<file path="config.mk">
export PLATFORM = sky130hd
export DESIGN_NAME = frt_channel
export DESIGN_NICKNAME = d
export VERILOG_FILES = /design/src/verilog/frt_pkg.sv /design/src/verilog/frt_channel.sv /design/src/verilog/frt_tick_source.sv
export SDC_FILE = /design/constraint.sdc
export NUM_CORES = 1
export LEC_CHECK = 0
export ABC_CLOCK_PERIOD_IN_PS = 6200
export BUFFER_PORTS_ARGS = -buffer_cell sky130_fd_sc_hd__buf_4
export CAP_MARGIN = 10
export CORE_MARGIN = 2
export CORE_UTILIZATION = 50
export CTS_BUF_LIST = sky130_fd_sc_hd__clkbuf_16
export DETAILED_ROUTE_END_ITERATION = 16
export PLACE_DENSITY = 0.78
export SYNTH_ARGS = -nofsm -noshare
export SYNTH_HDL_FRONTEND = slang
export SYNTH_SLANG_ARGS = --single-unit
</file>
<file path="constraint.sdc">
create_clock -name CLOCK -period 6.2 [get_ports CLOCK]
set_input_delay 0.62 -clock CLOCK [delete_from_list [all_inputs] [get_ports CLOCK]]
set_output_delay 0.62 -clock CLOCK [all_outputs]
set_load 0.1 [all_outputs]
</file>
<file path="src/verilog/frt_pkg.sv">
// package for the free-running timer channel: register map, field layout,
// reset values, clock select codes and the carriers shared by the modules.
// assumes an 8-bit CPU bus with byte offsets relative to the channel base.
package frt_pkg;

	// ==========================================================
	// register byte offsets
	localparam logic [3:0] OFS_TIMER_CONTROL = 4'h0;
	localparam logic [3:0] OFS_STATUS        = 4'h1;
	localparam logic [3:0] OFS_COUNT_HI      = 4'h2;
	localparam logic [3:0] OFS_COUNT_LO      = 4'h3;
	localparam logic [3:0] OFS_CMP_A_HI      = 4'h4;
	localparam logic [3:0] OFS_CMP_A_LO      = 4'h5;
	localparam logic [3:0] OFS_CMP_B_HI      = 4'h6;
	localparam logic [3:0] OFS_CMP_B_LO      = 4'h7;
	localparam logic [3:0] OFS_CAPTURE_HI    = 4'h8;
	localparam logic [3:0] OFS_CAPTURE_LO    = 4'h9;

	// ==========================================================
	// reset values, counter top and unmapped read value
	localparam logic [15:0] COUNT_RESET   = 16'h0000;
	localparam logic [15:0] CMP_RESET     = 16'hFFFF;
	localparam logic [15:0] CAPTURE_RESET = 16'h0000;
	localparam logic [15:0] COUNT_TOP     = 16'hFFFF;
	localparam logic [7:0]  BYTE_RESET    = 8'h00;
	localparam logic [7:0]  UNMAPPED_READ = 8'h00;

	// ==========================================================
	// flag index inside the four-bit flag field (status bits 7..4)
	localparam int FLAG_WRAP    = 0;
	localparam int FLAG_MATCH_A = 1;
	localparam int FLAG_MATCH_B = 2;
	localparam int FLAG_CAPTURE = 3;
	localparam int FLAG_LSB     = 4;

	// status low nibble and timer control bit positions
	localparam int MODE_CLEAR_A  = 0;
	localparam int MODE_EDGE_SEL = 1;
	localparam int MODE_LEVEL_A  = 2;
	localparam int MODE_LEVEL_B  = 3;
	localparam int CTRL_ENABLE_A = 2;
	localparam int CTRL_ENABLE_B = 3;
	localparam int CTRL_IE_LSB   = 4;

	// ==========================================================
	// clock select codes and prescaler masks
	typedef enum logic [1:0] {
		CLK_DIV4  = 2'b00,
		CLK_DIV8  = 2'b01,
		CLK_DIV32 = 2'b10,
		CLK_EXT   = 2'b11
	} clock_select_t;
	localparam logic [4:0] DIV4_MASK  = 5'h03;
	localparam logic [4:0] DIV8_MASK  = 5'h07;
	localparam logic [4:0] DIV32_MASK = 5'h1F;

	// ==========================================================
	// carriers
	typedef struct packed {
		logic       wr;
		logic       rd;
		logic [3:0] addr;
		logic [7:0] data;
	} bus_req_t;

	typedef struct packed {
		logic [4:0] prescale;
		logic       ext_prev;
		logic       cap_prev;
	} tick_state_t;

	typedef struct packed {
		logic [15:0] count;
		logic [15:0] cmp_a;
		logic [15:0] cmp_b;
		logic [15:0] cap;
		logic [7:0]  ctrl;
		logic [3:0]  flags;
		logic [3:0]  armed;
		logic [3:0]  mode;
		logic [7:0]  temp;
		logic [7:0]  rd_data;
		logic        pin_a;
		logic        pin_b;
		logic        cap_pend;
	} timer_state_t;

endpackage

</file>
<file path="src/verilog/frt_channel.sv">
// one channel of the 16-bit free-running timer with compare and capture.
// assumes an 8-bit CPU bus on the documented byte offsets, one access per
// cycle, and single-cycle clear strobes from the transfer controller.
`timescale 1ns/1ns
module frt_channel
	import frt_pkg::*;
(
	input  wire logic       CLOCK,
	input  wire logic       SYS_RST,
	input  wire logic [3:0] BUS_ADDR,
	input  wire logic       BUS_WR,
	input  wire logic       BUS_RD,
	input  wire logic [7:0] BUS_WDATA,
	output      logic [7:0] BUS_RDATA,
	input  wire logic       XFER_CLR_CAPTURE,
	input  wire logic       XFER_CLR_MATCH_A,
	input  wire logic       XFER_CLR_MATCH_B,
	input  wire logic       CAPTURE_PIN,
	input  wire logic       EXT_CLOCK,
	output      logic       COMPARE_PIN_A,
	output      logic       COMPARE_PIN_B,
	output      logic       CAPTURE_IRQ,
	output      logic       MATCH_A_IRQ,
	output      logic       MATCH_B_IRQ,
	output      logic       WRAP_IRQ
);

	timer_state_t st_q;
	timer_state_t st_d;
	bus_req_t     req;
	logic         tick;
	logic         cap_edge;
	logic         wr_count_lo;
	logic         wr_cmp_a_lo;
	logic         wr_cmp_b_lo;
	logic         rd_count_hi;
	logic         rd_cap_hi;
	logic         match_a;
	logic         match_b;
	logic         clear_a;
	logic         wrap;
	logic         cap_now;
	logic [3:0]   set_ev;
	logic [3:0]   clr_ev;

	assign req = '{wr: BUS_WR, rd: BUS_RD, addr: BUS_ADDR, data: BUS_WDATA};

	// ==========================================================
	// tick and capture edge source
	frt_tick_source u_tick (
		.clk       (CLOCK),
		.rst       (SYS_RST),
		.clk_sel   (clock_select_t'(st_q.ctrl[1:0])),
		.edge_rise (st_q.mode[MODE_EDGE_SEL]),
		.ext_clk   (EXT_CLOCK),
		.cap_pin   (CAPTURE_PIN),
		.tick      (tick),
		.cap_edge  (cap_edge)
	);

	// ==========================================================
	// access decode
	assign wr_count_lo = req.wr && (req.addr == OFS_COUNT_LO);
	assign wr_cmp_a_lo = req.wr && (req.addr == OFS_CMP_A_LO);
	assign wr_cmp_b_lo = req.wr && (req.addr == OFS_CMP_B_LO);
	assign rd_count_hi = req.rd && (req.addr == OFS_COUNT_HI);
	assign rd_cap_hi   = req.rd && (req.addr == OFS_CAPTURE_HI);

	// ==========================================================
	// events: match taken on the tick that leaves equality
	assign match_a = tick && (st_q.count == st_q.cmp_a) && !wr_cmp_a_lo;
	assign match_b = tick && (st_q.count == st_q.cmp_b) && !wr_cmp_b_lo;
	assign clear_a = match_a && st_q.mode[MODE_CLEAR_A];
	assign wrap    = tick && (st_q.count == COUNT_TOP) && !clear_a && !wr_count_lo;
	assign cap_now = st_q.cap_pend || (cap_edge && !rd_cap_hi);

	// hardware set events per flag; controller clear strobes for capture and both matches, none for wrap
	assign set_ev = {cap_now, match_b, match_a, wrap};
	assign clr_ev = {XFER_CLR_CAPTURE, XFER_CLR_MATCH_B, XFER_CLR_MATCH_A, 1'b0};

	// ==========================================================
	// next state
	always_comb begin
		st_d = st_q;

		// counter: clear beats write, write beats increment
		if (clear_a) begin
			st_d.count = COUNT_RESET;
		end else if (wr_count_lo) begin
			st_d.count = {st_q.temp, req.data};
		end else if (tick) begin
			st_d.count = st_q.count + 16'h0001;
		end

		// compare pins follow level bits only while enabled
		if (match_a && st_q.ctrl[CTRL_ENABLE_A]) begin
			st_d.pin_a = st_q.mode[MODE_LEVEL_A];
		end
		if (match_b && st_q.ctrl[CTRL_ENABLE_B]) begin
			st_d.pin_b = st_q.mode[MODE_LEVEL_B];
		end

		// capture, possibly held one cycle behind an upper-byte read
		st_d.cap_pend = cap_edge && rd_cap_hi;
		if (cap_now) begin
			st_d.cap = st_q.count;
		end

		// flag clears: armed zero write or controller strobe
		for (int i = 0; i < 4; i++) begin
			if (req.wr && (req.addr == OFS_STATUS) && !req.data[FLAG_LSB + i] && st_q.armed[i]) begin
				st_d.flags[i] = 1'b0;
				st_d.armed[i] = 1'b0;
			end
			if (clr_ev[i]) begin
				st_d.flags[i] = 1'b0;
				st_d.armed[i] = 1'b0;
			end
			// a set in the same cycle as a clear wins
			if (set_ev[i]) begin
				st_d.flags[i] = 1'b1;
			end
		end

		// reading status while a flag is set arms its clear
		if (req.rd && (req.addr == OFS_STATUS)) begin
			st_d.armed = st_q.armed | st_q.flags;
		end

		// register writes; ones into flag bits are ignored
		if (req.wr) begin
			unique case (req.addr)
				OFS_TIMER_CONTROL: st_d.ctrl = req.data;
				OFS_STATUS:        st_d.mode = req.data[3:0];
				OFS_COUNT_HI, OFS_CMP_A_HI, OFS_CMP_B_HI, OFS_CAPTURE_HI: st_d.temp = req.data;
				OFS_CMP_A_LO:      st_d.cmp_a = {st_q.temp, req.data};
				OFS_CMP_B_LO:      st_d.cmp_b = {st_q.temp, req.data};
				default:           st_d.temp = st_q.temp;
			endcase
		end

		// read data, registered one cycle after the strobe
		if (req.rd) begin
			unique case (req.addr)
				OFS_TIMER_CONTROL: st_d.rd_data = st_q.ctrl;
				OFS_STATUS:        st_d.rd_data = {st_q.flags, st_q.mode};
				OFS_COUNT_HI:      st_d.rd_data = st_q.count[15:8];
				OFS_COUNT_LO:      st_d.rd_data = st_q.temp;
				OFS_CMP_A_HI:      st_d.rd_data = st_q.cmp_a[15:8];
				OFS_CMP_A_LO:      st_d.rd_data = st_q.cmp_a[7:0];
				OFS_CMP_B_HI:      st_d.rd_data = st_q.cmp_b[15:8];
				OFS_CMP_B_LO:      st_d.rd_data = st_q.cmp_b[7:0];
				OFS_CAPTURE_HI:    st_d.rd_data = st_q.cap[15:8];
				OFS_CAPTURE_LO:    st_d.rd_data = st_q.temp;
				default:           st_d.rd_data = UNMAPPED_READ;
			endcase
			// count and capture upper reads save the concurrent lower byte
			if (rd_count_hi) begin
				st_d.temp = st_q.count[7:0];
			end
			if (rd_cap_hi) begin
				st_d.temp = st_q.cap[7:0];
			end
		end
	end

	// ==========================================================
	// state register
	always_ff @(posedge CLOCK) begin
		if (SYS_RST) begin
			st_q.count    <= COUNT_RESET;
			st_q.cmp_a    <= CMP_RESET;
			st_q.cmp_b    <= CMP_RESET;
			st_q.cap      <= CAPTURE_RESET;
			st_q.ctrl     <= BYTE_RESET;
			st_q.flags    <= 4'h0;
			st_q.armed    <= 4'h0;
			st_q.mode     <= 4'h0;
			st_q.temp     <= BYTE_RESET;
			st_q.rd_data  <= BYTE_RESET;
			st_q.pin_a    <= 1'b0;
			st_q.pin_b    <= 1'b0;
			st_q.cap_pend <= 1'b0;
		end else begin
			st_q <= st_d;
		end
	end

	// ==========================================================
	// outputs
	assign BUS_RDATA     = st_q.rd_data;
	assign COMPARE_PIN_A = st_q.pin_a;
	assign COMPARE_PIN_B = st_q.pin_b;

	// each request is its flag gated by its enable
	assign CAPTURE_IRQ = st_q.flags[FLAG_CAPTURE] & st_q.ctrl[CTRL_IE_LSB + FLAG_CAPTURE];
	assign MATCH_B_IRQ = st_q.flags[FLAG_MATCH_B] & st_q.ctrl[CTRL_IE_LSB + FLAG_MATCH_B];
	assign MATCH_A_IRQ = st_q.flags[FLAG_MATCH_A] & st_q.ctrl[CTRL_IE_LSB + FLAG_MATCH_A];
	assign WRAP_IRQ    = st_q.flags[FLAG_WRAP] & st_q.ctrl[CTRL_IE_LSB + FLAG_WRAP];
endmodule

</file>
<file path="src/verilog/frt_tick_source.sv">
// count tick generator and capture edge detector of the timer channel.
// assumes the external clock and capture pin are synchronous to CLOCK.
`timescale 1ns/1ns
module frt_tick_source
	import frt_pkg::*;
(
	input  wire logic          clk,
	input  wire logic          rst,
	input  wire clock_select_t clk_sel,
	input  wire logic          edge_rise,
	input  wire logic          ext_clk,
	input  wire logic          cap_pin,
	output      logic          tick,
	output      logic          cap_edge
);

	tick_state_t st_q;
	tick_state_t st_d;

	// ==========================================================
	// prescaler and edge detection
	always_comb begin
		st_d          = st_q;
		st_d.prescale = st_q.prescale + 5'h01;
		st_d.ext_prev = ext_clk;
		st_d.cap_prev = cap_pin;
		unique case (clk_sel)
			CLK_DIV4:  tick = ((st_q.prescale & DIV4_MASK) == DIV4_MASK);
			CLK_DIV8:  tick = ((st_q.prescale & DIV8_MASK) == DIV8_MASK);
			CLK_DIV32: tick = ((st_q.prescale & DIV32_MASK) == DIV32_MASK);
			CLK_EXT:   tick = ext_clk & ~st_q.ext_prev;
		endcase
		// falling edge when select is 0, rising when 1
		cap_edge = edge_rise ? (cap_pin & ~st_q.cap_prev) : (~cap_pin & st_q.cap_prev);
	end

	// state register
	always_ff @(posedge clk) begin
		if (rst) begin
			st_q <= '0;
		end else begin
			st_q <= st_d;
		end
	end

endmodule

</file>
==> After elaboration in Yosys (flattened, before gate mapping) <==
Cells that the tools add are included.
W data, S select, Z words.
{ "op_classes": {"add_sub_neg": 2, "muxes": 22, "n_bitwise": 11, "reduce_logical": 55, "n_eq_ne": 18} }
{ "op_table": {"columns": ["cell", "n"], "rows": [
  ["$pmux W8 S9", 1],
  ["$mux W16", 3],
  ["$eq A16 B16 Y1", 2],
  ["$mux W8", 4],
  ["$logic_and A1 B1 Y1", 27],
  ["$reduce_bool A3 Y1", 6],
  ["$add A16 B1 Y16 const B", 1],
  ["$eq A16 B16 Y1 const B", 1],
  ["$eq A4 B3 Y1 const B", 4],
  ["$mux W1", 12],
  ["$logic_not A1 Y1", 9],
  ["$eq A4 B2 Y1 const B", 2],
  ["$eq A4 B4 Y1 const B", 2],
  ["$reduce_and A2 Y1", 4],
  ["$and A1 B1 Y1", 7],
  ["$eq A2 B2 Y1 const B", 3],
  ["$reduce_bool A2 Y1", 3],
  ["$add A5 B1 Y5 const B", 1],
  ["$eq A5 B5 Y1 const B", 1],
  ["$eq A4 B1 Y1 const B", 1],
  ["$logic_not A4 Y1", 1],
  ["$mux W4", 1],
  ["$or A4 B4 Y4", 1],
  ["$pmux W1 S4", 1],
  ["other kinds (7)", 10]
]} }
{ "totals": {"in_bits": 21, "output_inout_bits": 14, "register_bits": 110} }

==> Longest topological paths before layout <==
Gate-level depths: netlist (run 1).
{ "depth": {"ltp_word": 10, "mapped_depth": 9, "mapped_depth_nobuf": 7} }

==> By module <==
Synthesis (run 1) repeated with hierarchy kept, for this count alone.
{ "unflattened": {"hier_cells": 693, "area_unflattened_um2": 5811.8} }
{ "modules_own_cells": {"columns": ["mod", "cells_each", "area_each_um2", "instances"], "rows": [
  ["frt_channel", 667, 5521.5, 1],
  ["frt_tick_source", 26, 290.3, 1]
]} }

==> Worst setup path before layout (run 1) <==
No wires, ideal clock.
{ "synth_path": {"kind": "reg2reg", "from": "register u_tick.st_q[2] (netlist bit)", "to": "register st_q[100] (netlist bit)", "arrival_ns": 2.088, "t_required_ns": 6.114, "path_buffers": 2, "setup_slack_ns": 4.026, "period_less_slack_ns": 2.174, "stages_incl_launch_ff": 10, "path_cell_list": "dfxtp_1 > ha_1 > and3_1 > ha_1 > mux4_2 > and3_1 > a31o_1 > buf_2 > buf_6 > a211oi_1"} }
{ "synth_between": {"elab_chain_len": 6} }
{ "synth_lines": {"columns": ["element", "line_no", "rtl"], "rows": [
  ["start: declaration", "frt_tick_source.sv:17", "tick_state_t st_q;"],
  ["start signal: assignment", "frt_tick_source.sv:42", "st_q <= st_d;"],
  ["$eq A5 B5 Y1, or another cell as far along", "frt_tick_source.sv:30", "CLK_DIV32: tick = ((st_q.prescale & DIV32_MASK) == DIV32_MASK);"],
  ["$pmux W1 S4 *", "frt_tick_source.sv:27", "unique case (clk_sel)"],
  ["$logic_and A1 B1 Y1 (2 in series)", "frt_channel.sv:71", "assign match_a = tick && (st_q.count == st_q.cmp_a) && !wr_cmp_a_lo;"],
  ["$logic_and A1 B1 Y1", "frt_channel.sv:73", "assign clear_a = match_a && st_q.mode[MODE_CLEAR_A];"],
  ["$reduce_or A2 Y1 (no line)", null, null],
  ["end signal: assignment", "frt_channel.sv:185", "st_q <= st_d;"],
  ["end: declaration", "frt_channel.sv:28", "timer_state_t st_q;"]
]} }
Mark *: on every way between the ends. The rest lies on a longest branch, timed or not.
A chain may end at the register's enable or synchronous reset.

==> Worst setup path after layout (run 1) <==
{ "layout_path": {"from": "register u_tick.st_q[2] (netlist bit)", "to": "register st_q[97] (netlist bit)"} }
Same word-level chain as after synthesis.

==> flow_results.xml, run 1 <==
<?xml version="1.0" encoding="UTF-8"?>
<metrics>
  <group name="synthesis">
    <metric name="asyncSetResetFlopFracSynth" unit="%">0</metric>
    <metric name="synth_edf_count" unit="">0</metric>
    <metric name="synth_cell_type_count" unit="">57</metric>
    <metric name="yosys_register_bits" unit="">110</metric>
    <metric name="dominant_cell_by_count_in_the_synthesized_netlist" unit="">sky130_fd_sc_hd__dfxtp_1</metric>
    <metric name="mappedNetlistNets" unit="">692</metric>
    <metric name="synth_area_per_cell" unit="um2">8.53</metric>
    <metric name="synth_area_leader_cell" unit="">sky130_fd_sc_hd__dfxtp_1</metric>
    <metric name="yosys.area.top_type_share" unit="%">38.7</metric>
    <metric name="yosys_warnings" unit="">0</metric>
    <metric name="synth_seq_area_share" unit="%">38.7</metric>
    <metric name="netlist_area" unit="um2">5690</metric>
    <metric name="synth.top_cells.by_area" unit="">sky130_fd_sc_hd__dfxtp_1 39%, sky130_fd_sc_hd__nand2_1 5.6%, sky130_fd_sc_hd__mux2i_1 5.5%, sky130_fd_sc_hd__nor2_1 4.3%, sky130_fd_sc_hd__xnor2_1 3.8%</metric>
    <metric name="synthFlopType" unit="">sky130_fd_sc_hd__dfxtp_1</metric>
    <metric name="synthesized_netlist_cell_count" unit="">667</metric>
    <metric name="ys_top_cells_by_count" unit="">110 x sky130_fd_sc_hd__dfxtp_1, 85 x sky130_fd_sc_hd__nand2_1, 65 x sky130_fd_sc_hd__nor2_1</metric>
  </group>
  <group name="clock_tree">
    <metric name="cts.htree.levels" unit="">3</metric>
    <metric name="tritoncts" unit="">built</metric>
    <metric name="cts-hold-fix-buffers" unit="">0</metric>
    <metric name="root_buffer" unit="">sky130_fd_sc_hd__clkbuf_16</metric>
    <metric name="worst_case_clock_buffer_depth" unit="">2</metric>
    <metric name="insertion_delay" unit="ns">0.36</metric>
    <metric name="cts.sinks" unit="">110</metric>
    <metric name="cts_made_buffers" unit="">9</metric>
    <metric name="clk_pin_slew_worst_paths" unit="ns">0.07</metric>
    <metric name="cts_setup_buffers" unit="">0</metric>
    <metric name="cts_resized" unit="">0</metric>
  </group>
  <group name="job">
    <metric name="timing.max_cap.violations" unit="">0</metric>
  </group>
  <group name="timing">
    <metric name="slew_headroom" unit="%">25.2</metric>
    <metric name="period_share" unit="%">43.4</metric>
    <metric name="max_freq" unit="MHz">372</metric>
    <metric name="rsz0062_at_grt" unit="">no</metric>
    <metric name="finalSetupViolations" unit="">0</metric>
    <metric name="worst_pin_slew" unit="ns">1.12</metric>
    <metric name="final.setup.tns" unit="ns">0</metric>
    <metric name="timing.clock.skew" unit="ns">0.00594</metric>
    <metric name="hold_violations" unit="">0</metric>
    <metric name="slew_violations" unit="">0</metric>
    <metric name="period_minus_slack" unit="ns">2.69</metric>
  </group>
  <group name="drt">
    <metric name="routed_wirelength" unit="mm">17.8</metric>
    <metric name="drt_first_iter_violations" unit="">474</metric>
    <metric name="routed_via_density" unit="">6.29</metric>
    <metric name="vias" unit="">4991</metric>
    <metric name="wire_per_inst" unit="um">22.5</metric>
    <metric name="post-route-drc-count" unit="">0</metric>
    <metric name="ant_nets" unit="">0</metric>
    <metric name="detailedRoute.firstPassIterationCount" unit="">5</metric>
  </group>
  <group name="critical_path">
    <metric name="critical_path.top_delay_family" unit="">compound AO/OA/AOI/OAI gates</metric>
    <metric name="critPathArrivalTime" unit="ns">2.95</metric>
    <metric name="required" unit="ns">6.45</metric>
    <metric name="worstSetupStartpointType" unit="">register</metric>
    <metric name="regToRegSetupSlack" unit="ns">3.51</metric>
    <metric name="r2r_depth" unit="">7</metric>
    <metric name="timing.rr.start" unit="">u_tick.st_q[2]$_SDFF_PP0_</metric>
    <metric name="max_stage_delay" unit="ns">0.67</metric>
    <metric name="worst_setup_path_end_kind" unit="">register</metric>
    <metric name="timing.setup.critical_path_class" unit="">reg2reg</metric>
    <metric name="critical_path_buffers_and_inverters" unit="">0</metric>
    <metric name="path_max_fanout" unit="">21</metric>
    <metric name="critical_path.slowest_cell" unit="">sky130_fd_sc_hd__mux4_2</metric>
    <metric name="regToRegEndpoint" unit="">st_q[97]$_SDFFE_PP0P_</metric>
    <metric name="cp_cell_sequence" unit="">ha_1, and3_1, ha_1, mux4_2, and3_1, a31o_1, a211oi_1</metric>
  </group>
  <group name="hold_path">
    <metric name="worst_hold_check_path_type" unit="">reg2reg</metric>
    <metric name="whs_path_depth" unit="">1</metric>
    <metric name="hold-path-endpoint" unit="">u_tick.st_q[2]$_SDFF_PP0_</metric>
    <metric name="hold_path_startpoint" unit="">u_tick.st_q[2]$_SDFF_PP0_</metric>
  </group>
  <group name="global_routing">
    <metric name="antenna_violations_before_repair" unit="">0</metric>
    <metric name="grt_pass1_wl" unit="mm">27.5</metric>
    <metric name="vias_in_the_first_global_route" unit="">4679</metric>
    <metric name="grt-ovfl-total" unit="">0</metric>
    <metric name="grt_start_max_net_pins" unit="">62</metric>
    <metric name="grt.total_usage" unit="%">29.3</metric>
  </group>
  <group name="cells_and_area">
    <metric name="fraction_of_layout_cells_with_a_size_suffix_above_1" unit="%">12.3</metric>
    <metric name="num_antenna_cells" unit="">0</metric>
    <metric name="fin_nets" unit="">673</metric>
    <metric name="layout_overhead_on_the_synthesized_area" unit="%">6.99</metric>
    <metric name="finalInstanceArea" unit="um2">6090</metric>
  </group>
  <group name="placed_design">
    <metric name="gp_weighted_congestion" unit="">1.04</metric>
    <metric name="port_buffers" unit="">34</metric>
    <metric name="placed_cell_area" unit="um2">5810</metric>
    <metric name="dp_hpwl" unit="mm">12.6</metric>
  </group>
  <group name="power_and_ir_drop">
    <metric name="power_density" unit="nW/um2">236</metric>
    <metric name="total_leakage_power" unit="nW">2.43</metric>
    <metric name="peakVddDrop" unit="uV">204</metric>
  </group>
  <group name="die">
    <metric name="floorplan.die.width" unit="um">111</metric>
    <metric name="fp.coreArea" unit="um2">11000</metric>
    <metric name="io-pin-count" unit="">35</metric>
    <metric name="die-height" unit="um">111</metric>
    <metric name="initial_core_util" unit="%">51.8</metric>
    <metric name="floorplan.die_area" unit="um2">12300</metric>
    <metric name="placementRows" unit="">38</metric>
  </group>
  <group name="outcome">
    <metric name="result_of_the_run" unit="">finished, final reports clean</metric>
  </group>
</metrics>
worst max path at each step:
stage                                          from                      to  slack (ns)  depth (start not counted)
after floorplan           u_tick.st_q[2]$_SDFF_PP0_  st_q[100]$_SDFFE_PP0P_        4.03                          9
after global placement                  BUS_ADDR[1]     st_q[18]$_SDFF_PP0_        3.47                          6
after detailed placement                BUS_ADDR[1]     st_q[18]$_SDFF_PP0_        3.40                          6
after CTS                 u_tick.st_q[2]$_SDFF_PP0_  st_q[102]$_SDFFE_PP0P_        3.51                          7
after global routing      u_tick.st_q[2]$_SDFF_PP0_   st_q[97]$_SDFFE_PP0P_        3.33                          7
final                     u_tick.st_q[2]$_SDFF_PP0_   st_q[97]$_SDFFE_PP0P_        3.51                          7
routing by layer:
| layer | part of all wire [%] | track usage [%] | vias to the layer above |
|---|---|---|---|
| li1 | - | - | 2301 |
| met1 | 43 | 40.4 | 2390 |
| met2 | 45 | 44.5 | 256 |
| met3 | 8.0 | 5.30 | 44 |
| met4 | 3.6 | 13.6 | 0 |
| met5 | 0 | 0 | - |
power breakdown:
part | switching (W) | internal, W
Clock | 0.000270 | 0.000274
Combinational | 0.0000928 | 0.0000532
Sequential | 0.0000248 | 0.000721
Total | 0.000388 | 0.00105
sequential cells by signal, indices dropped and copies added (netlist names):
register	flops
BUS_RDATA	8
COMPARE_PIN_B	1
u_tick.st_q	7
st_q	93
COMPARE_PIN_A	1
worst register-to-register path, cell delays in order (launching register included):
cell and delay (ns):
sky130_fd_sc_hd__dfxtp_1 0.33, sky130_fd_sc_hd__ha_1 0.23, sky130_fd_sc_hd__and3_1 0.19, sky130_fd_sc_hd__ha_1 0.16, sky130_fd_sc_hd__mux4_2 0.67, sky130_fd_sc_hd__and3_1 0.27, sky130_fd_sc_hd__a31o_1 0.44, sky130_fd_sc_hd__a211oi_1 0.30
metrics by stage:
step / total power (W) / std cells / hold WS [ns] / worst slack [ns] / util [%]
6_report: 0.00144 / 793 / 0.452 / 3.51 / 55.4
5_1_grt: 0.00149 / 793 / 0.491 / 3.33 / 55.4
4_1_cts: 0.00144 / 793 / 0.452 / 3.51 / 55.4
3_5_place_dp: 0.000905 / 777 / 0.442 / 3.40 / 52.9
3_3_place_gp: 0.000902 / 777 / 0.433 / 3.47 / 52.9
2_1_floorplan: 0.000860 / 667 / 0.418 / 4.03 / -
kinds of logic after synthesis:
family,count (synthesis),synth area share (%)
xor gates and xnor gates,49,7.54
and+or+nand+nor,269,23.2
buffers and inverters,76,6.68
adders and majority gates,4,0.879
DFF,110,38.7
muxes,43,8.02
AOI/OAI and AO/OA,116,14.9
placed cells by master (no fill, tap or decap), drive strengths merged, types with 2 or more instances in the layout:
cell / instances
dfxtp: 110
nand2: 86
nor2: 65
nand3: 40
buf: 38
mux2i: 31
xnor2: 25
xor2: 24
a21oi: 24
a211oi: 18
nand4: 17
a22oi: 15
and2: 15
nor2b: 12
mux2: 11
o21ai: 10
and3: 9
clkbuf: 9
o22a: 8
a31oi: 7
a22o: 7
inv: 7
clkinv: 7
o211ai: 6
a222oi: 6
nor3: 5
nor3b: 4
ha: 4
a31o: 4
nor4b: 4
and4: 3
nor4: 2
o21a: 2
o31ai: 2
a32oi: 2
a311oi: 2
a221oi: 2
cell type report:
class	instances	area (um2)
clock inverters	7	50.0
fillers	998	4890
well taps	140	175
flip-flops and latches	110	2200
clock buffers	9	225
multi-input cells	481	3120
repair buffers	38	285
inverters	8	30.0
Power figures use the tool's default switching activity.
==> run 2, diff against run 1 <==
Settings changed: ABC_CLOCK_PERIOD_IN_PS 6200 to 2550.
Clock period 6.2 ns to 2.55 ns, I/O delays scaled along.
==> run 2 against run 1 <==
Sequential share of layout area fell by 0.83 points. Die area stayed put. Via count grew 1.1%. Global-route usage rose by 0.32 points. Clock power increased to 2.5 times the previous value. Power up 150%. Largest power group unchanged.
==> flow_results.xml, run 2 (synthesized netlist as in run 1, its figures left out) <==
<?xml version="1.0" encoding="UTF-8"?>
<metrics>
  <group name="critical_path">
    <metric name="timing.setup.critical_path_class" unit="">reg2reg</metric>
    <metric name="critPathArrivalTime" unit="ns">2.58</metric>
    <metric name="worstSetupStartpointType" unit="">register</metric>
    <metric name="worst_setup_path_end_kind" unit="">register</metric>
    <metric name="required" unit="ns">2.82</metric>
    <metric name="path_max_fanout" unit="">8</metric>
  </group>
  <group name="drt">
    <metric name="wire_per_inst" unit="um">21.9</metric>
    <metric name="post-route-drc-count" unit="">0</metric>
    <metric name="detailedRoute.firstPassIterationCount" unit="">6</metric>
    <metric name="drt_first_iter_violations" unit="">559</metric>
    <metric name="vias" unit="">5044</metric>
    <metric name="ant_nets" unit="">0</metric>
    <metric name="routed_wirelength" unit="mm">17.8</metric>
    <metric name="routed_via_density" unit="">6.22</metric>
  </group>
  <group name="timing">
    <metric name="slew_headroom" unit="%">56.0</metric>
    <metric name="timing.clock.skew" unit="ns">0.00431</metric>
    <metric name="layout_setup_ws" unit="ns">0.239</metric>
    <metric name="hold_violations" unit="">0</metric>
    <metric name="max_freq" unit="MHz">433</metric>
    <metric name="rsz0062_at_grt" unit="">no</metric>
    <metric name="period_share" unit="%">90.6</metric>
    <metric name="period_minus_slack" unit="ns">2.31</metric>
    <metric name="worst_pin_slew" unit="ns">0.657</metric>
    <metric name="slew_violations" unit="">0</metric>
    <metric name="final.setup.tns" unit="ns">0</metric>
    <metric name="finalSetupViolations" unit="">0</metric>
  </group>
  <group name="placed_design">
    <metric name="gp_weighted_congestion" unit="">1.03</metric>
    <metric name="port_buffers" unit="">34</metric>
    <metric name="dp_worst_setup_slack" unit="ns">0.248</metric>
    <metric name="placed_cell_area" unit="um2">5950</metric>
    <metric name="dp_hpwl" unit="mm">12.8</metric>
  </group>
  <group name="cells_and_area">
    <metric name="fin_nets" unit="">691</metric>
    <metric name="largest_register_ff_count" unit="">93</metric>
    <metric name="registers.top_by_ff_count" unit="">st_q</metric>
    <metric name="finalInstanceArea" unit="um2">6230</metric>
    <metric name="layout_commonest_cell" unit="">sky130_fd_sc_hd__dfxtp_1</metric>
    <metric name="layout_overhead_on_the_synthesized_area" unit="%">9.50</metric>
    <metric name="layout.filler_cells" unit="">974</metric>
    <metric name="final_core_utilization" unit="%">56.7</metric>
    <metric name="fraction_of_layout_cells_with_a_size_suffix_above_1" unit="%">14.2</metric>
    <metric name="num_antenna_cells" unit="">0</metric>
    <metric name="mostFrequentLayoutCells" unit="">110 x sky130_fd_sc_hd__dfxtp_1, 85 x sky130_fd_sc_hd__nand2_1, 65 x sky130_fd_sc_hd__nor2_1</metric>
  </group>
  <group name="clock_tree">
    <metric name="insertion_delay" unit="ns">0.35</metric>
    <metric name="clk_pin_slew_worst_paths" unit="ns">0.07</metric>
    <metric name="tritoncts" unit="">built</metric>
    <metric name="cts-hold-fix-buffers" unit="">0</metric>
    <metric name="cts_resized" unit="">0</metric>
    <metric name="cts.htree.levels" unit="">3</metric>
    <metric name="worst_case_clock_buffer_depth" unit="">2</metric>
    <metric name="cts.sinks" unit="">110</metric>
    <metric name="cts_setup_buffers" unit="">0</metric>
    <metric name="cts_made_buffers" unit="">9</metric>
    <metric name="root_buffer" unit="">sky130_fd_sc_hd__clkbuf_16</metric>
  </group>
  <group name="global_routing">
    <metric name="gr-usage-met2" unit="%">46.8</metric>
    <metric name="antenna_violations_before_repair" unit="">0</metric>
    <metric name="globalRoute.busiestLayer" unit="">met2</metric>
    <metric name="vias_in_the_first_global_route" unit="">4927</metric>
    <metric name="grt_start_max_net_pins" unit="">35</metric>
    <metric name="use_met1" unit="%">39.9</metric>
    <metric name="groute.layer.met3.usage" unit="%">5.30</metric>
    <metric name="grt-ovfl-total" unit="">0</metric>
    <metric name="grt.total_usage" unit="%">29.6</metric>
    <metric name="grt_pass1_wl" unit="mm">28.3</metric>
  </group>
  <group name="die">
    <metric name="initial_core_util" unit="%">51.8</metric>
    <metric name="die-height" unit="um">111</metric>
    <metric name="floorplan.die.width" unit="um">111</metric>
    <metric name="fp.coreArea" unit="um2">11000</metric>
    <metric name="io-pin-count" unit="">35</metric>
    <metric name="placementRows" unit="">38</metric>
    <metric name="floorplan.die_area" unit="um2">12300</metric>
  </group>
  <group name="power_and_ir_drop">
    <metric name="peakVddDrop" unit="uV">388</metric>
    <metric name="total_leakage_power" unit="nW">2.53</metric>
    <metric name="power_density" unit="nW/um2">572</metric>
  </group>
  <group name="job">
    <metric name="timing.max_cap.violations" unit="">0</metric>
  </group>
  <group name="hold_path">
    <metric name="worst_hold_check_path_type" unit="">in2reg</metric>
  </group>
  <group name="outcome">
    <metric name="result_of_the_run" unit="">finished, final reports clean</metric>
  </group>
</metrics>
## run 2: cell count changes in the layout (fill, tap and decap cells not counted)
cell	delta
sky130_fd_sc_hd__inv_1	+2
sky130_fd_sc_hd__clkinv_1	+1
sky130_fd_sc_hd__clkinv_2	-1
sky130_fd_sc_hd__bufinv_16	+1
sky130_fd_sc_hd__inv_8	-1
sky130_fd_sc_hd__clkinv_4	-2
sky130_fd_sc_hd__buf_4	+18
## run 2: path summary, 6_finish.rpt
| path | from | to | slack (ns) | cells after the start |
|---|---|---|---|---|
| worst max-delay path | u_tick.st_q[2]$_SDFF_PP0_ | st_q[102]$_SDFFE_PP0P_ | 0.24 | 8 |
| worst min-delay path | CAPTURE_PIN | u_tick.st_q[0]$_SDFF_PP0_ | 0.14 | 2 |
| worst max register to register | u_tick.st_q[2]$_SDFF_PP0_ | st_q[102]$_SDFFE_PP0P_ | 0.24 | 8 |
| worst min register to register | BUS_RDATA[4]$_SDFFE_PP0P_ | BUS_RDATA[4]$_SDFFE_PP0P_ | 0.47 | 2 |
## run 2: worst max-delay path, cell delays in order (launching register included)
cell and delay (ns):
sky130_fd_sc_hd__dfxtp_1 0.33, sky130_fd_sc_hd__ha_1 0.23, sky130_fd_sc_hd__and3_1 0.19, sky130_fd_sc_hd__ha_1 0.17, sky130_fd_sc_hd__mux4_2 0.46, sky130_fd_sc_hd__and3_1 0.18, sky130_fd_sc_hd__a31o_1 0.27, sky130_fd_sc_hd__buf_4 0.19
sky130_fd_sc_hd__a211oi_1 0.20
## run 2: power by group
part	switching [W]	internal, W
registers	0.0000521	0.00175
logic	0.000239	0.000140
clock network	0.000634	0.000747
total	0.000925	0.00264
## run 2: per-layer routing
metal  vias to the layer above  part of all wire, %
met2                       261                   46
li1                       2328                    -
met4                         0                  3.9
met3                        54                  9.1
met5                         -                    0
met1                      2401                   41
## run 2: per-stage QoR
stage	power (W)	instances	hold WS (ns)
CTS	0.00357	811	0.143
global placement	0.00221	795	0.432
finish	0.00357	811	0.139
floorplan	0.00209	667	0.379
global route	0.00368	811	0.144
detailed placement	0.00221	795	0.452
## run 2: cell type report
| cell class | instances | area [um2] | share of cell area, % |
|---|---|---|---|
| inverters | 8 | 30.0 | 0.482 |
| clock inverters | 7 | 57.6 | 0.924 |
| flip-flops and latches | 110 | 2200 | 35.3 |
| clock buffers | 9 | 225 | 3.61 |
| well taps | 140 | 175 | 2.81 |
| multi-input cells | 481 | 3120 | 50.1 |
| repair buffers | 56 | 420 | 6.75 |
==> run 3, diff against run 2 <==
Settings changed: CORE_UTILIZATION 50 to 39, CTS_CLUSTER_SIZE set to 10, PLACE_DENSITY 0.78 to 0.65.
==> run 3 against run 2 <==
Global-route usage fell by 5.7 points. Die area is 27% higher. First-iteration DRC count fell by 2.0%. Sequential share of layout area shrank 0.37 points. Register-to-register slack worse by 0.03 ns. Power fell by 2.3%. Clock skew grew 0.0034 ns. Wire length up 3.6%. Critical path depth did not move. Count of clock-buffer cells in the layout unchanged. Clock power decreased by 7%. Critical path type unchanged. Fmax down 1.2%.
==> flow_results.xml, run 3 (synthesized netlist as in run 1, its figures left out) <==
<?xml version="1.0" encoding="UTF-8"?>
<metrics>
  <group name="global_routing">
    <metric name="grt_start_max_net_pins" unit="">41</metric>
    <metric name="vias_in_the_first_global_route" unit="">4862</metric>
    <metric name="grt-ovfl-total" unit="">0</metric>
    <metric name="antenna_violations_before_repair" unit="">1</metric>
    <metric name="grt.total_usage" unit="%">23.9</metric>
    <metric name="grt_pass1_wl" unit="mm">28.7</metric>
  </group>
  <group name="cells_and_area">
    <metric name="mostFrequentLayoutCells" unit="">110 x sky130_fd_sc_hd__dfxtp_1, 85 x sky130_fd_sc_hd__nand2_1, 65 x sky130_fd_sc_hd__nor2_1</metric>
    <metric name="num_antenna_cells" unit="">0</metric>
    <metric name="fraction_of_layout_cells_with_a_size_suffix_above_1" unit="%">14.5</metric>
    <metric name="multi_input_comb_area" unit="um2">3120</metric>
    <metric name="seq_area" unit="um2">2200</metric>
    <metric name="layout.filler_cells" unit="">1399</metric>
    <metric name="largest_register_ff_count" unit="">93</metric>
    <metric name="layout_commonest_cell" unit="">sky130_fd_sc_hd__dfxtp_1</metric>
    <metric name="fin_nets" unit="">694</metric>
    <metric name="finalInstanceArea" unit="um2">6300</metric>
    <metric name="layout_overhead_on_the_synthesized_area" unit="%">10.6</metric>
    <metric name="registers.top_by_ff_count" unit="">st_q</metric>
  </group>
  <group name="placed_design">
    <metric name="dp_hpwl" unit="mm">13.0</metric>
    <metric name="port_buffers" unit="">34</metric>
    <metric name="placed_cell_area" unit="um2">6040</metric>
    <metric name="gp_weighted_congestion" unit="">0.936</metric>
  </group>
  <group name="timing">
    <metric name="slew_headroom" unit="%">59.9</metric>
    <metric name="period_minus_slack" unit="ns">2.34</metric>
    <metric name="finalSetupViolations" unit="">0</metric>
    <metric name="timing.clock.skew" unit="ns">0.00768</metric>
    <metric name="max_freq" unit="MHz">427</metric>
    <metric name="worst_pin_slew" unit="ns">0.599</metric>
    <metric name="final.setup.tns" unit="ns">0</metric>
    <metric name="slew_violations" unit="">0</metric>
    <metric name="whs" unit="ns">0.129</metric>
    <metric name="hold_violations" unit="">0</metric>
    <metric name="rsz0062_at_grt" unit="">no</metric>
    <metric name="period_share" unit="%">91.7</metric>
  </group>
  <group name="critical_path">
    <metric name="timing.setup.critical_path_class" unit="">reg2reg</metric>
    <metric name="path_max_fanout" unit="">17</metric>
    <metric name="required" unit="ns">2.82</metric>
    <metric name="worstSetupStartpointType" unit="">register</metric>
    <metric name="critPathArrivalTime" unit="ns">2.61</metric>
    <metric name="worst_setup_path_end_kind" unit="">register</metric>
  </group>
  <group name="clock_tree">
    <metric name="insertion_delay" unit="ns">0.36</metric>
    <metric name="worst_case_clock_buffer_depth" unit="">2</metric>
    <metric name="cts_made_buffers" unit="">9</metric>
    <metric name="cts.sinks" unit="">110</metric>
    <metric name="clk_pin_slew_worst_paths" unit="ns">0.07</metric>
    <metric name="cts_resized" unit="">0</metric>
    <metric name="cts-hold-fix-buffers" unit="">0</metric>
    <metric name="tritoncts" unit="">built</metric>
    <metric name="root_buffer" unit="">sky130_fd_sc_hd__clkbuf_16</metric>
    <metric name="cts_setup_buffers" unit="">0</metric>
    <metric name="cts.htree.levels" unit="">3</metric>
  </group>
  <group name="drt">
    <metric name="routed_wirelength" unit="mm">18.4</metric>
    <metric name="ant_nets" unit="">0</metric>
    <metric name="drt_first_iter_violations" unit="">548</metric>
    <metric name="wire_per_inst" unit="um">21.5</metric>
    <metric name="vias" unit="">5082</metric>
    <metric name="post-route-drc-count" unit="">0</metric>
    <metric name="detailedRoute.firstPassIterationCount" unit="">5</metric>
    <metric name="routed_via_density" unit="">5.92</metric>
  </group>
  <group name="hold_path">
    <metric name="worst_hold_check_path_type" unit="">in2reg</metric>
  </group>
  <group name="die">
    <metric name="placementRows" unit="">44</metric>
    <metric name="die-height" unit="um">125</metric>
    <metric name="fp.coreArea" unit="um2">14400</metric>
    <metric name="initial_core_util" unit="%">39.6</metric>
    <metric name="floorplan.die.width" unit="um">125</metric>
    <metric name="floorplan.die_area" unit="um2">15600</metric>
    <metric name="io-pin-count" unit="">35</metric>
  </group>
  <group name="power_and_ir_drop">
    <metric name="total_leakage_power" unit="nW">2.54</metric>
    <metric name="power_density" unit="nW/um2">553</metric>
    <metric name="peakVddDrop" unit="uV">331</metric>
  </group>
  <group name="outcome">
    <metric name="result_of_the_run" unit="">finished, final reports clean</metric>
  </group>
  <group name="job">
    <metric name="timing.max_cap.violations" unit="">0</metric>
  </group>
</metrics>
==> run 3: path summary, 6_finish.rpt <==
path | from | end | slack [ns] | depth (start not counted)
worst max-delay path | u_tick.st_q[2]$_SDFF_PP0_ | st_q[27]$_SDFFE_PP0P_ | 0.21 | 8
worst min-delay path | EXT_CLOCK | u_tick.st_q[1]$_SDFF_PP0_ | 0.13 | 2
worst max register to register | u_tick.st_q[2]$_SDFF_PP0_ | st_q[27]$_SDFFE_PP0P_ | 0.21 | 8
worst min register to register | u_tick.st_q[2]$_SDFF_PP0_ | u_tick.st_q[2]$_SDFF_PP0_ | 0.46 | 1
==> run 3: critical path, cell delays in order, from the launching register on <==
cell and delay, ns:
sky130_fd_sc_hd__dfxtp_1 0.33, sky130_fd_sc_hd__ha_1 0.23, sky130_fd_sc_hd__and3_1 0.20, sky130_fd_sc_hd__ha_1 0.17, sky130_fd_sc_hd__mux4_2 0.50, sky130_fd_sc_hd__and3_1 0.20
sky130_fd_sc_hd__a31o_1 0.24, sky130_fd_sc_hd__buf_12 0.16, sky130_fd_sc_hd__o31ai_1 0.23
==> run 3: power by group <==
group          leakage [nW]  switching [W]  internal, W
Clock                 0.129       0.000643     0.000647
Combinational          1.52       0.000242     0.000142
Sequential            0.892      0.0000561      0.00175
==> run 3: layout make-up <==
class / count / area share [%]
inverter: 8 / 0.477
clock buffer: 9 / 3.58
multi-input combinational: 481 / 49.6
tap: 184 / 3.66
clock inverter: 7 / 0.517
sequential: 110 / 35.0
timing repair buffer: 59 / 7.23
==> run 3: metrics by stage <==
stage	cells	power (W)	setup slack, ns	util, %
6_report	858	0.00348	0.211	43.8
2_1_floorplan	667	0.00209	0.376	-
4_1_cts	858	0.00349	0.231	43.8
3_3_place_gp	842	0.00222	0.275	42.0
3_5_place_dp	842	0.00223	0.260	42.0
5_1_grt	858	0.00359	0.152	43.8
==> run 3: routing by layer <==
layer	vias to the layer above	share of wire (%)	track usage [%]
li1	2342	-	-
met1	2474	43	32.1
met2	216	45	35.8
met3	50	7.2	4.34
met4	0	4.9	14.0
met5	-	0	0
